--- config.mk ---
export PLATFORM = sky130hd
export DESIGN_NAME = dbt_core
export DESIGN_NICKNAME = d
export VERILOG_FILES = /design/src/rtl/dbt_pkg.sv /design/src/rtl/dbt_core.sv
export SDC_FILE = /design/constraint.sdc
export NUM_CORES = 1
export LEC_CHECK = 0
export ABC_AREA = 0
export ABC_CLOCK_PERIOD_IN_PS = 3850
export BUFFER_PORTS_ARGS = -buffer_cell sky130_fd_sc_hd__clkbuf_2
export CELL_PAD_IN_SITES_DETAIL_PLACEMENT = 2
export CELL_PAD_IN_SITES_GLOBAL_PLACEMENT = 2
export CORE_MARGIN = 5
export CORE_UTILIZATION = 36
export CTS_BUF_LIST = sky130_fd_sc_hd__clkbuf_16
export CTS_CLUSTER_DIAMETER = 200
export CTS_CLUSTER_SIZE = 20
export DETAILED_ROUTE_END_ITERATION = 7
export GPL_ROUTABILITY_DRIVEN = 0
export GPL_TIMING_DRIVEN = 1
export MAX_ROUTING_LAYER = met4
export PLACE_DENSITY_LB_ADDON = 0.05
export SLEW_MARGIN = 5
export SYNTH_ARGS = -nofsm -noshare
export SYNTH_HDL_FRONTEND = slang
export SYNTH_SLANG_ARGS = --single-unit
--- constraint.sdc ---
create_clock -name clock_in -period 3.85 [get_ports clock_in]
set_clock_uncertainty 0.2 [all_clocks]
set_input_delay 0 -clock clock_in [delete_from_list [all_inputs] [get_ports clock_in]]
set_output_delay 0 -clock clock_in [all_outputs]
set_load 0.1 [all_outputs]
--- src/rtl/dbt_pkg.sv ---
// package for the dram bus training block: constants and carrier types
package dbt_pkg;
	// ------------------------------------------------------------
	// timing
	// ------------------------------------------------------------
	localparam int CLK_PERIOD_PS     = 25000;
	localparam int VREF_LONG_NS      = 250;
	localparam int VREF_SHORT_NS     = 80;
	localparam int WLO_MAX_NS        = 20;
	localparam int VREF_LONG_CYC     = (VREF_LONG_NS * 1000 + CLK_PERIOD_PS - 1) / CLK_PERIOD_PS;
	localparam int VREF_SHORT_CYC    = (VREF_SHORT_NS * 1000 + CLK_PERIOD_PS - 1) / CLK_PERIOD_PS;
	localparam int WLO_CYC_RAW       = (WLO_MAX_NS * 1000) / CLK_PERIOD_PS;
	localparam int WLO_CYC           = (WLO_CYC_RAW < 1) ? 1 : WLO_CYC_RAW;
	// ------------------------------------------------------------
	// field layout
	// ------------------------------------------------------------
	localparam int VREF_W            = 7;
	localparam int CA_W              = 6;
	localparam int DQ_W              = 16;
	localparam int LANE_W            = 8;
	localparam int CBT_FB_LSB        = 8;
	localparam logic [6:0] VREF_RESET = 7'h4d;
	localparam logic [7:0] CNT_ZERO   = 8'h00;
	localparam logic [7:0] CNT_ONE    = 8'h01;

	typedef enum logic [1:0] {
		DBT_IDLE,
		DBT_CBT_ARMED,
		DBT_CBT_ACTIVE
	} dbt_state_type;

	// mode register bits that steer training
	typedef struct packed {
		logic       cbt_enable;
		logic       wl_enable;
		logic       fsp_op;
		logic [6:0] vref_prog;
	} dbt_mode_type;

	// status the block shows
	typedef struct packed {
		logic       cbt_active;
		logic       wl_active;
		logic       fsp_in_use;
		logic       decode_enable;
		logic [6:0] vref_in_use;
		logic       vref_settling;
	} dbt_status_type;
endpackage : dbt_pkg

--- src/rtl/dbt_core.sv ---
// dram bus training modes: command bus training and write leveling
`timescale 1ns/1ps
`default_nettype none
module dbt_core #(
	parameter int VREF_LONG  = dbt_pkg::VREF_LONG_CYC,
	parameter int VREF_SHORT = dbt_pkg::VREF_SHORT_CYC,
	parameter int WLO        = dbt_pkg::WLO_CYC
) (
	input  wire logic                    clock_in,
	input  wire logic                    resetn_in,
	input  wire dbt_pkg::dbt_mode_type   mode_in,
	input  wire logic                    cke_in,
	input  wire logic                    ck_in,
	input  wire logic                    cs_in,
	input  wire logic [5:0]              ca_in,
	input  wire logic [1:0]              dqs_in,
	input  wire logic [15:0]             dq_in,
	output logic [15:0]                  dq_out,
	output logic [15:0]                  dq_oe_out,
	output dbt_pkg::dbt_status_type      status_out
);
	if (VREF_LONG < 1 || VREF_SHORT < 1 || VREF_SHORT > VREF_LONG || VREF_LONG > 255 || WLO < 1 || WLO > 255) begin : g_bad_timing
		$error("dbt_core: timing counts out of range");
	end

	// ------------------------------------------------------------
	// synchronisers
	// ------------------------------------------------------------
	localparam int SW = 1 + 1 + 1 + 6 + 2 + 7;
	logic [SW-1:0] sync1, sync2, next_sync1, next_sync2;
	// cke idles high: no false training entry right after reset
	localparam logic [SW-1:0] SYNC_IDLE = {1'b1, {(SW - 1){1'b0}}};
	logic [1:0]    dqs_prev, next_dqs_prev;
	always_comb begin
		next_sync1    = {cke_in, ck_in, cs_in, ca_in, dqs_in, dq_in[6:0]};
		next_sync2    = sync1;
		next_dqs_prev = sync2[8:7];
	end
	always_ff @(posedge clock_in) begin
		if (!resetn_in) begin
			sync1    <= SYNC_IDLE;
			sync2    <= SYNC_IDLE;
			dqs_prev <= 2'h0;
		end else begin
			sync1    <= next_sync1;
			sync2    <= next_sync2;
			dqs_prev <= next_dqs_prev;
		end
	end
	logic       s_cke, s_ck, s_cs;
	logic [5:0] s_ca;
	logic [1:0] s_dqs, dqs_rise;
	logic [6:0] s_dq;
	assign {s_cke, s_ck, s_cs, s_ca, s_dqs, s_dq} = sync2;
	assign dqs_rise = s_dqs & ~dqs_prev;

	function automatic logic one_step(input logic [6:0] a, input logic [6:0] b);
		return (a[6] == b[6]) && ((a[5:0] == b[5:0] + 6'h01) || (b[5:0] == a[5:0] + 6'h01));
	endfunction : one_step

	// ------------------------------------------------------------
	// command bus training
	// ------------------------------------------------------------
	dbt_pkg::dbt_state_type state, next_state;
	logic       fsp, next_fsp;
	logic [6:0] vref, next_vref, cap, next_cap;
	logic [7:0] settle, next_settle, pulses, next_pulses;
	logic       stat, next_stat;
	logic [5:0] ca_fb, next_ca_fb;
	always_comb begin
		next_state  = state;
		next_fsp    = fsp;
		next_vref   = vref;
		next_cap    = cap;
		next_settle = settle;
		next_pulses = pulses;
		next_stat   = stat;
		next_ca_fb  = ca_fb;
		case (state)
			dbt_pkg::DBT_IDLE: begin
				next_fsp  = mode_in.fsp_op;
				next_vref = mode_in.vref_prog;
				if (mode_in.cbt_enable)
					next_state = dbt_pkg::DBT_CBT_ARMED;
			end
			dbt_pkg::DBT_CBT_ARMED: begin
				next_fsp  = mode_in.fsp_op;
				next_vref = mode_in.vref_prog;
				if (!mode_in.cbt_enable) begin
					next_state = dbt_pkg::DBT_IDLE;
				end else if (!s_cke) begin
					next_state = dbt_pkg::DBT_CBT_ACTIVE;
					next_fsp   = ~mode_in.fsp_op;
				end
			end
			dbt_pkg::DBT_CBT_ACTIVE: begin
				if (s_cs)
					next_ca_fb = s_ca;
				if (dqs_rise[0]) begin
					next_cap    = s_dq;
					next_pulses = (pulses == 8'hff) ? pulses : pulses + dbt_pkg::CNT_ONE;
					next_stat   = (pulses == dbt_pkg::CNT_ZERO) ? 1'b1 : (stat && s_dq == cap);
					next_settle = dbt_pkg::CNT_ZERO;
				end else if (pulses != dbt_pkg::CNT_ZERO) begin
					next_settle = settle + dbt_pkg::CNT_ONE;
					if (settle + dbt_pkg::CNT_ONE >= 8'(VREF_LONG) ||
					    (settle + dbt_pkg::CNT_ONE >= 8'(VREF_SHORT) && one_step(cap, vref) &&
					     (pulses == dbt_pkg::CNT_ONE || stat))) begin
						next_vref   = cap;
						next_pulses = dbt_pkg::CNT_ZERO;
						next_settle = dbt_pkg::CNT_ZERO;
					end
				end
				if (s_cke) begin
					next_state  = dbt_pkg::DBT_CBT_ARMED;
					next_fsp    = mode_in.fsp_op;
					next_vref   = mode_in.vref_prog;
					next_pulses = dbt_pkg::CNT_ZERO;
					next_settle = dbt_pkg::CNT_ZERO;
				end
			end
			default: next_state = dbt_pkg::DBT_IDLE;
		endcase
	end
	always_ff @(posedge clock_in) begin
		if (!resetn_in) begin
			state  <= dbt_pkg::DBT_IDLE;
			fsp    <= 1'b0;
			vref   <= dbt_pkg::VREF_RESET;
			cap    <= 7'h00;
			settle <= 8'h00;
			pulses <= 8'h00;
			stat   <= 1'b0;
			ca_fb  <= 6'h00;
		end else begin
			state  <= next_state;
			fsp    <= next_fsp;
			vref   <= next_vref;
			cap    <= next_cap;
			settle <= next_settle;
			pulses <= next_pulses;
			stat   <= next_stat;
			ca_fb  <= next_ca_fb;
		end
	end

	// ------------------------------------------------------------
	// write leveling, one sampler per strobe lane
	// ------------------------------------------------------------
	logic [1:0] wl_level, next_wl_level, wl_shown, next_wl_shown;
	logic [7:0] wl_cnt [2];
	logic [7:0] next_wl_cnt [2];
	genvar g;
	generate
		for (g = 0; g < 2; g++) begin : g_lane
			always_comb begin
				next_wl_level[g] = wl_level[g];
				next_wl_shown[g] = wl_shown[g];
				next_wl_cnt[g]   = wl_cnt[g];
				if (mode_in.wl_enable && dqs_rise[g]) begin
					next_wl_level[g] = s_ck;
					next_wl_cnt[g]   = 8'(WLO);
				end else if (wl_cnt[g] != dbt_pkg::CNT_ZERO) begin
					next_wl_cnt[g] = wl_cnt[g] - dbt_pkg::CNT_ONE;
					if (wl_cnt[g] == dbt_pkg::CNT_ONE)
						next_wl_shown[g] = wl_level[g];
				end
			end
			always_ff @(posedge clock_in) begin
				if (!resetn_in) begin
					wl_level[g] <= 1'b0;
					wl_shown[g] <= 1'b0;
					wl_cnt[g]   <= 8'h00;
				end else begin
					wl_level[g] <= next_wl_level[g];
					wl_shown[g] <= next_wl_shown[g];
					wl_cnt[g]   <= next_wl_cnt[g];
				end
			end
		end
	endgenerate

	// ------------------------------------------------------------
	// outputs
	// ------------------------------------------------------------
	logic [15:0] next_dq, next_oe;
	always_comb begin
		next_dq = 16'h0000;
		next_oe = 16'h0000;
		if (mode_in.wl_enable) begin
			next_dq = {{8{wl_shown[1]}}, {8{wl_shown[0]}}};
			next_oe = 16'hffff;
		end else if (state == dbt_pkg::DBT_CBT_ACTIVE) begin
			next_dq[13:8] = ca_fb;
			next_oe[13:8] = 6'h3f;
		end
	end
	always_ff @(posedge clock_in) begin
		if (!resetn_in) begin
			dq_out     <= 16'h0000;
			dq_oe_out  <= 16'h0000;
			status_out <= '0;
		end else begin
			dq_out     <= next_dq;
			dq_oe_out  <= next_oe;
			status_out <= '{cbt_active: (next_state == dbt_pkg::DBT_CBT_ACTIVE), wl_active: mode_in.wl_enable,
			                fsp_in_use: next_fsp, decode_enable: (next_state != dbt_pkg::DBT_CBT_ACTIVE),
			                vref_in_use: next_vref, vref_settling: (next_pulses != dbt_pkg::CNT_ZERO)};
		end
	end
endmodule : dbt_core
`default_nettype wire

==> flow_metrics.py, run 1 <==
metrics = {
    "clocking": {
        "clock_latency_ns": 0.41,
        "clockRootBuffer": "clkbuf_16",
        "clk_pin_slew_ns": 0.06,
        "cts_max_level": 4,
        "cts.sinks": 115,
        "cts_buffers": 17,
        "cts_tree": "done",
        "clk_path_buf_depth": 2,
    },
    "placement": {
        "place_ws_ns": 0.759,
        "dpl.hpwl_mm": 10.3,
        "post_dp_cell_area_mm2": 0.00545,
        "port_buffers": 73,
    },
    "sta": {
        "slew_violations": 0,
        "setup_viol": 0,
        "tns_ns": 0,
        "worst_slack_ns": 0.552,
        "hold_viol": 0,
        "fmax_mhz": 303,
        "relSlewSlack_pct": 36.1,
        "worstMarginPinSlew_ns": 0.955,
        "rsz0062_at_grt": "false",
        "period_share_pct": 85.7,
        "period_needed_ns": 3.30,
    },
    "synthesis": {
        "async_flop_share_pct": 0,
        "syn_area_mm2": 0.00512,
        "netlist_instances": 589,
        "synth_common_cells": "dfxtp_1 (115), nor2_1 (58), nand2_1 (51)",
        "seq_area_frac_synth_pct": 44.9,
        "synth.area.top_cells": "dfxtp_1 (45%), and2_1 (5.4%), nor2_1 (4.2%), a21oi_1 (4.0%), buf_4 (4.0%)",
        "synth-seq-cells": 115,
        "synth-edff-count": 0,
        "synth_top_flop_cell": "dfxtp_1",
        "yosysWarnings": 0,
        "yosysUniqueCellTypes": 55,
        "synth_area_leader_cell": "dfxtp_1",
        "synth_top_area_share_pct": 44.9,
        "syn_avg_cell_area_um2": 8.70,
        "syn-num-nets": 640,
        "synth_most_common_cell": "dfxtp_1",
    },
    "worst_setup_path": {
        "critPathKind": "reg -> reg",
        "worst-path-max-fanout": 11,
        "path_cells": "ha_1, xor2_1, or3_1, o32ai_2, a21o_1, nand3_1, a31o_2, nor2_1, dlygate4sd3_1",
        "cp_slowest_cell": "dlygate4sd3_1",
        "endpoint_kind": "flop",
        "startpoint": "cap[1]",
        "worstSetupStartpointType": "flop",
        "worstPathArrival_ns": 3.45,
        "cp_data_required_time_ns": 4.01,
        "slowest_delay_ns": 0.54,
        "r2r_start": "cap[1]",
    },
    "drt": {
        "via_per_inst": 5.14,
        "ant_nets": 0,
        "drcViolationCount": 0,
        "wl_per_cell_um": 17.0,
        "vias": 4408,
        "drt_iter0_markers": 211,
        "drtPass1Iterations": 4,
        "wl_mm": 14.6,
    },
    "floorplan": {
        "rows": 43,
        "die_w_um": 129,
        "start_util_pct": 36.8,
        "dieArea_mm2": 0.0167,
        "core_area_mm2": 0.0139,
        "die_h_um": 129,
        "io_pins": 83,
    },
    "pwr": {
        "powerDensity_mw_per_mm2": 568,
        "vdd_drop_max_mv": 0.266,
        "p_leak_nw": 2.64,
        "total_power_mw": 3.59,
    },
    "cells_and_area": {
        "diodes": 0,
        "area_growth_pct": 23.3,
        "fillCellCount": 1489,
        "drive_gt1_share_pct": 17.0,
        "multiInputGateArea_mm2": 0.00245,
        "seqCellArea_mm2": 0.00230,
        "post-route-util_pct": 45.3,
        "fin_nets": 715,
        "final_area_mm2": 0.00632,
    },
    "status": {
        "outcome": "completed",
    },
    "job": {
        "maxCapViolations": 0,
    },
    "worst_hold_path": {
        "min_from": "ca_in[5]",
        "hp-class": "in -> reg",
    },
    "global_routing": {
        "overflow": 0,
        "first_global_vias": 4835,
        "grt_max_degree": 66,
        "antenna_found_initial": 0,
        "gr-usage-all-layers_pct": 19.0,
        "grt_pass1_wl_mm": 24.5,
    },
}
==> layer usage <==
| metal | GRT usage (%) | wire length (um) | part of all wire (%) | vias up |
|---|---|---|---|---|
| met5 | - | 0 | 0 | - |
| met1 | 23.2 | 6540 | 45 | 2142 |
| met3 | 3.50 | 552 | 3.8 | 25 |
| li1 | - | - | - | 2155 |
| met2 | 31.6 | 7190 | 49 | 86 |
| met4 | 6.36 | 295 | 2.0 | 0 |
==> power by group <==
group          internal, mW  switching, mW
Sequential             1.30          0.105
Combinational         0.281          0.429
Clock                 0.932          0.541
==> cells by family after synthesis <==
logic type      Yosys count  synth area share (%)
flops                   115                  44.9
mux                       4                 0.781
fa+ha+maj                12                  2.93
buf+inv                  70                  7.32
simple gates            243                  24.0
xor+xnor                 31                  5.30
compound gates          114                  14.7
==> worst max-delay path, delay by kind of cell (launching register included) <==
kind | cells | cell delay, ns
buffers and inverters | 1 | 0.54
and+or+nand+nor | 3 | 0.54
xor gates and xnor gates | 1 | 0.15
DFF | 1 | 0.50
AOI/OAI and AO/OA | 3 | 0.99
adders and majority gates | 1 | 0.32
==> cell type report <==
class | count | area share, %
timing repair buffer | 112 | 11.7
multi-input combinational | 404 | 38.7
sequential | 115 | 36.4
clock inverter | 15 | 2.00
clock buffer | 17 | 6.73
inverter | 14 | 0.832
tap | 180 | 3.57
==> worst paths after layout <==
path | end | slack (ns) | cells after the start
setup / recovery | status_out[3] | 0.55 | 9
hold / removal | next_sync2[14] | 0.14 | 3
setup reg to reg | status_out[3] | 0.55 | 9
hold reg to reg | sync2[2] | 0.23 | 1
==> per-stage QoR <==
step	hold slack (ns)	std cells
6_report	0.135	857
5_1_grt	0.150	857
4_1_cts	0.117	857
3_5_place_dp	-0.000179	793
3_3_place_gp	-0.0156	793
2_1_floorplan	-0.0985	589
==> registers in the layout, indices dropped and copies added, names as in the netlist, named ones only <==
signal / cells
wl_cnt: 16
wl_shown: 2
ca_fb: 6
status_out: 8
stat: 1
vref: 4
dq_oe_out: 2
pulses: 8
dq_out: 8
settle: 8
sync2: 18
state: 2
wl_level: 2
dqs_prev: 2
next_sync2: 18
cap: 7
==> cells in the final DEF (no fill, tap or decap), drive strengths merged, types with 3 or more instances in the layout <==
| cell type | n |
|---|---|
| dfxtp | 115 |
| clkbuf | 90 |
| nor2 | 58 |
| nand2 | 51 |
| and2 | 45 |
| a21oi | 42 |
| dlygate4sd3 | 32 |
| nand3 | 29 |
| xnor2 | 20 |
| inv | 19 |
| o21ai | 17 |
| ha | 12 |
| xor2 | 11 |
| and3 | 9 |
| nand2b | 8 |
| nor3 | 8 |
| buf | 7 |
| clkinv | 7 |
| nor2b | 6 |
| o31ai | 6 |
| nor4 | 5 |
| o22ai | 5 |
| o21a | 5 |
| a211oi | 5 |
| nand4 | 4 |
| or3 | 4 |
| a31oi | 4 |
| nand4b | 4 |
| a22oi | 4 |
| a31o | 4 |
| mux2i | 4 |
| o211ai | 3 |
| nor3b | 3 |
| o221a | 3 |
| or4 | 3 |
==> repair_timing <==
item / 4_1_cts / 5_1_grt
hold buffers: 32 / 0
setup buffers: 0 / 0
endpoints found under the setup margin: 0 / 0
endpoints found under the hold margin: 42 / 0
gates resized for setup: 0 / 0
Power figures use the tool's default switching activity.
==> inputs of run 2 (changes only) <==
CORE_ASPECT_RATIO = 1.1   (was unset)
SLEW_MARGIN = 20   (was 5)
TNS_END_PERCENT = 5   (was unset)
==> run 2 against run 1 <==
Net effect: first-iteration DRC count fell by 28%; clock power grew 9%; total power up 3.8%; critical endpoint is now status_out[0]; setup slack improved by 0.30 ns; sequential power is essentially flat; largest cell class unchanged; combinational power is 1% higher.
==> flow_metrics.py, run 2 (same netlist as run 1, synthesis figures left out) <==
metrics = {
    "sta": {
        "worst_slack_ns": 0.850,
        "rsz0062_at_grt": "false",
        "worstMarginPinSlew_ns": 0.908,
        "fmax_mhz": 333,
        "setup_viol": 0,
        "tns_ns": 0,
        "period_needed_ns": 3.00,
        "relSlewSlack_pct": 39.2,
        "fin_hold_ws_ns": 0.128,
        "slew_violations": 0,
        "hold_viol": 0,
        "period_share_pct": 77.9,
    },
    "worst_setup_path": {
        "cp_data_required_time_ns": 3.95,
        "worst-path-max-fanout": 11,
        "r2r_start": "cap[2]",
        "worstSetupStartpointType": "flop",
        "endpoint_kind": "flop",
        "startpoint": "cap[2]",
        "worstPathArrival_ns": 3.10,
        "critPathKind": "reg -> reg",
    },
    "status": {
        "outcome": "completed",
    },
    "global_routing": {
        "gr-usage-all-layers_pct": 20.2,
        "grt_pass1_wl_mm": 25.5,
        "antenna_found_initial": 1,
        "overflow": 0,
        "first_global_vias": 4886,
        "grt_max_degree": 66,
    },
    "placement": {
        "dpl.hpwl_mm": 10.6,
        "post_dp_cell_area_mm2": 0.00546,
        "placed_cells": 802,
        "port_buffers": 73,
        "place_ws_ns": 0.865,
    },
    "drt": {
        "via_per_inst": 5.16,
        "drt_iter0_markers": 151,
        "ant_nets": 0,
        "drcViolationCount": 0,
        "wl_mm": 15.7,
        "drtPass1Iterations": 4,
        "vias": 4472,
        "wl_per_cell_um": 18.1,
    },
    "floorplan": {
        "rows": 45,
        "core_area_mm2": 0.0139,
        "io_pins": 83,
        "dieArea_mm2": 0.0167,
        "start_util_pct": 36.9,
        "die_h_um": 135,
        "die_w_um": 124,
    },
    "pwr": {
        "powerDensity_mw_per_mm2": 585,
        "p_leak_nw": 2.65,
        "total_power_mw": 3.73,
        "vdd_drop_max_mv": 0.352,
    },
    "cells_and_area": {
        "mostFrequentLayoutCells": "dfxtp_1 (115), clkbuf_2 (73), nor2_1 (58)",
        "layout_commonest_cell": "dfxtp_1",
        "final_area_mm2": 0.00637,
        "drive_gt1_share_pct": 17.1,
        "area_growth_pct": 24.4,
        "post-route-util_pct": 45.8,
        "fin_nets": 715,
        "final_cell_count_no_fill": 866,
    },
    "clocking": {
        "clk_path_buf_depth": 2,
        "cts.sinks": 115,
        "cts_max_level": 4,
        "clk_pin_slew_ns": 0.05,
        "cts_buffers": 17,
        "cts_resized": 0,
        "clock_latency_ns": 0.41,
        "clockRootBuffer": "clkbuf_16",
        "post_cts_buffers": 0,
        "cts_tree": "done",
    },
    "job": {
        "maxCapViolations": 0,
    },
    "worst_hold_path": {
        "min_from": "ca_in[3]",
        "hp-class": "in -> reg",
    },
}
## run 2: changes by cell type in the layout (fill, tap and decap cells not counted), sizes merged
| cell | change |
|---|---|
| inv | -3 |
| diode | +1 |
| clkinv | +1 |
| dlygate4sd3 | -1 |
| bufinv | +2 |
| buf | +1 |
## run 2: critical path, stage by stage (launching register included)
cell     delay (ns)
dfxtp_1        0.61
nand3_1        0.17
xor2_1         0.16
or3_1          0.38
o32ai_2        0.30
a21o_1         0.41
a21oi_2        0.15
o21a_1         0.20
o31a_1         0.29
## run 2: repair_timing
action | 4_1_cts | 5_1_grt
setup endpoints to repair | 0 | 0
hold buffers | 31 | 0
hold endpoints to repair | 49 | 0
## run 2: report_power, final
part	leakage, nW	internal [mW]	total, mW	switching [mW]
registers	0.942	1.30	1.41	0.105
clock network	0.297	1.06	1.60	0.540
logic	1.41	0.280	0.717	0.437
## run 2: final timing paths
path / end / slack [ns] / cells after the start
min: next_sync2[12] / 0.13 / 3
min reg2reg: sync2[17] / 0.21 / 1
max: status_out[0] / 0.85 / 8
max reg2reg: status_out[0] / 0.85 / 8
## run 2: metal layers
metal | track usage (%) | vias up | wire length (um)
met5 | - | - | 0
met4 | 7.57 | 0 | 318
met3 | 3.88 | 26 | 487
met2 | 34.7 | 76 | 8180
met1 | 23.2 | 2218 | 6680
li1 | - | 2152 | -
## run 2: area by class of cell
type / count / area [um2]
clock inverter: 15 / 173
clock buffer: 17 / 425
fill: 1518 / 7530
sequential: 115 / 2300
tap: 188 / 235
multi-input combinational: 404 / 2450
antenna: 1 / 2.50
timing repair buffer: 112 / 736
inverter: 14 / 52.6
==> inputs of run 3 (changes only) <==
ABC_CLOCK_PERIOD_IN_PS = 3000   (was 3850)
CORE_UTILIZATION = 34   (was 36)
clock period = 3 ns   (was 3.85 ns; I/O delays follow)
==> run 3 against run 2 <==
Net effect: register-to-register slack worse by 0.64 ns; via count is 0.29% lower; combinational power is 29% higher; die area grew 5.4%; flip-flop and latch count is the same; critical endpoint is now settle[2]; largest power group unchanged.
==> flow_metrics.py, run 3 (same netlist as run 1, synthesis figures left out) <==
metrics = {
    "placement": {
        "post_dp_cell_area_mm2": 0.00560,
        "dpl.hpwl_mm": 10.5,
        "port_buffers": 73,
    },
    "sta": {
        "period_share_pct": 92.9,
        "tns_ns": 0,
        "period_needed_ns": 2.79,
        "fin_hold_ws_ns": 0.132,
        "slew_violations": 0,
        "relSlewSlack_pct": 51.2,
        "fmax_mhz": 359,
        "setup_viol": 0,
        "worstMarginPinSlew_ns": 0.732,
        "hold_viol": 0,
    },
    "cells_and_area": {
        "fillCellCount": 1626,
        "fin_nets": 732,
        "area_growth_pct": 27.5,
        "final_area_mm2": 0.00653,
        "layout_commonest_cell": "dfxtp_1",
        "drive_gt1_share_pct": 20.0,
        "mostFrequentLayoutCells": "dfxtp_1 (115), clkbuf_2 (73), nor2_1 (58)",
        "post-route-util_pct": 43.7,
    },
    "floorplan": {
        "die_h_um": 139,
        "io_pins": 83,
        "die_w_um": 127,
        "rows": 47,
        "start_util_pct": 34.3,
        "core_area_mm2": 0.0149,
        "dieArea_mm2": 0.0176,
    },
    "clocking": {
        "cts_tree": "done",
        "clk_path_buf_depth": 2,
        "post_cts_buffers": 0,
        "cts_max_level": 4,
        "cts.sinks": 115,
        "clock_latency_ns": 0.41,
        "clockRootBuffer": "clkbuf_16",
        "cts_buffers": 17,
        "clk_pin_slew_ns": 0.05,
    },
    "global_routing": {
        "overflow": 0,
        "grt_max_degree": 66,
        "grt_pass1_wl_mm": 25.4,
        "first_global_vias": 4875,
        "antenna_found_initial": 0,
        "gr-usage-all-layers_pct": 18.5,
    },
    "job": {
        "maxCapViolations": 0,
    },
    "worst_hold_path": {
        "hp-class": "in -> reg",
    },
    "drt": {
        "wl_per_cell_um": 17.2,
        "drt_iter0_markers": 153,
        "drtPass1Iterations": 4,
        "vias": 4459,
        "drcViolationCount": 0,
        "wl_mm": 15.3,
        "ant_nets": 0,
        "via_per_inst": 5.00,
    },
    "worst_setup_path": {
        "cp_data_required_time_ns": 3.15,
        "endpoint_kind": "flop",
        "worstPathArrival_ns": 2.94,
        "worstSetupStartpointType": "flop",
        "worst-path-max-fanout": 7,
        "critPathKind": "reg -> reg",
    },
    "pwr": {
        "p_leak_nw": 2.75,
        "powerDensity_mw_per_mm2": 742,
        "vdd_drop_max_mv": 0.343,
        "total_power_mw": 4.85,
    },
    "status": {
        "outcome": "completed",
    },
}
==> run 3: cell types whose count changed in the layout (fill, tap and decap cells not counted) <==
cell	previous run	this run
clkinv_2	2	3
or4_4	0	1
inv_6	0	2
or4_1	3	2
ha_2	0	1
clkinv_1	5	2
inv_1	16	15
buf_4	8	25
clkinv_4	1	2
ha_1	12	11
==> run 3: stage by stage <==
step,std cells,setup WS (ns)
3_5_place_dp,827,0.0588
6_report,891,0.212
2_1_floorplan,589,0.457
4_1_cts,890,0.0625
3_3_place_gp,827,0.169
5_1_grt,890,-0.00319
==> run 3: final timing paths <==
kind             startpoint            end  slack [ns]  depth (start not counted)
max               settle[0]      settle[2]        0.21                         10
min                dq_in[4]  next_sync2[4]        0.13                          3
max reg2reg       settle[0]      settle[2]        0.21                         10
min reg2reg  next_sync2[17]      sync2[17]        0.20                          1
==> run 3: worst max-delay path, cell delays in order, from the launching register on <==
cell and delay (ns):
dfxtp_1 0.43, ha_2 0.27, and3_1 0.20, nand3_1 0.08
o31ai_1 0.09, o311ai_0 0.20, buf_4 0.18, a21o_1 0.23
or4_4 0.55, o21ai_1 0.14, o311a_1 0.17
==> run 3: routing by layer <==
metal	wire (um)	share of wire (%)	vias to the layer above	global-route usage, %
li1	-	-	2191	-
met1	6860	45	2167	22.0
met2	7680	50	83	31.4
met3	548	3.6	18	3.31
met4	249	1.6	0	6.44
met5	0	0	-	-
==> run 3: repair_timing <==
action,in CTS,in global routing
hold endpoints to repair,54,0
gates resized for setup,0,2
endpoints found under the setup margin,0,4
hold buffers,31,0
==> run 3: power breakdown <==
group	internal, mW	switching [mW]	leakage, nW
Clock	1.38	0.738	0.304
Combinational	0.365	0.560	1.50
Sequential	1.67	0.132	0.942
==> run 3: final cells by class <==
class | instances | area, um2 | share of cell area (%)
Timing Repair Buffer | 129 | 863 | 13.2
Clock inverter | 15 | 189 | 2.89
Multi-Input combinational cell | 404 | 2450 | 37.6
Clock buffer | 17 | 425 | 6.51
Antenna cell | 1 | 2.50 | 0.0383
Tap cell | 196 | 245 | 3.75
Sequential cell | 115 | 2300 | 35.2
Inverter | 14 | 52.6 | 0.804
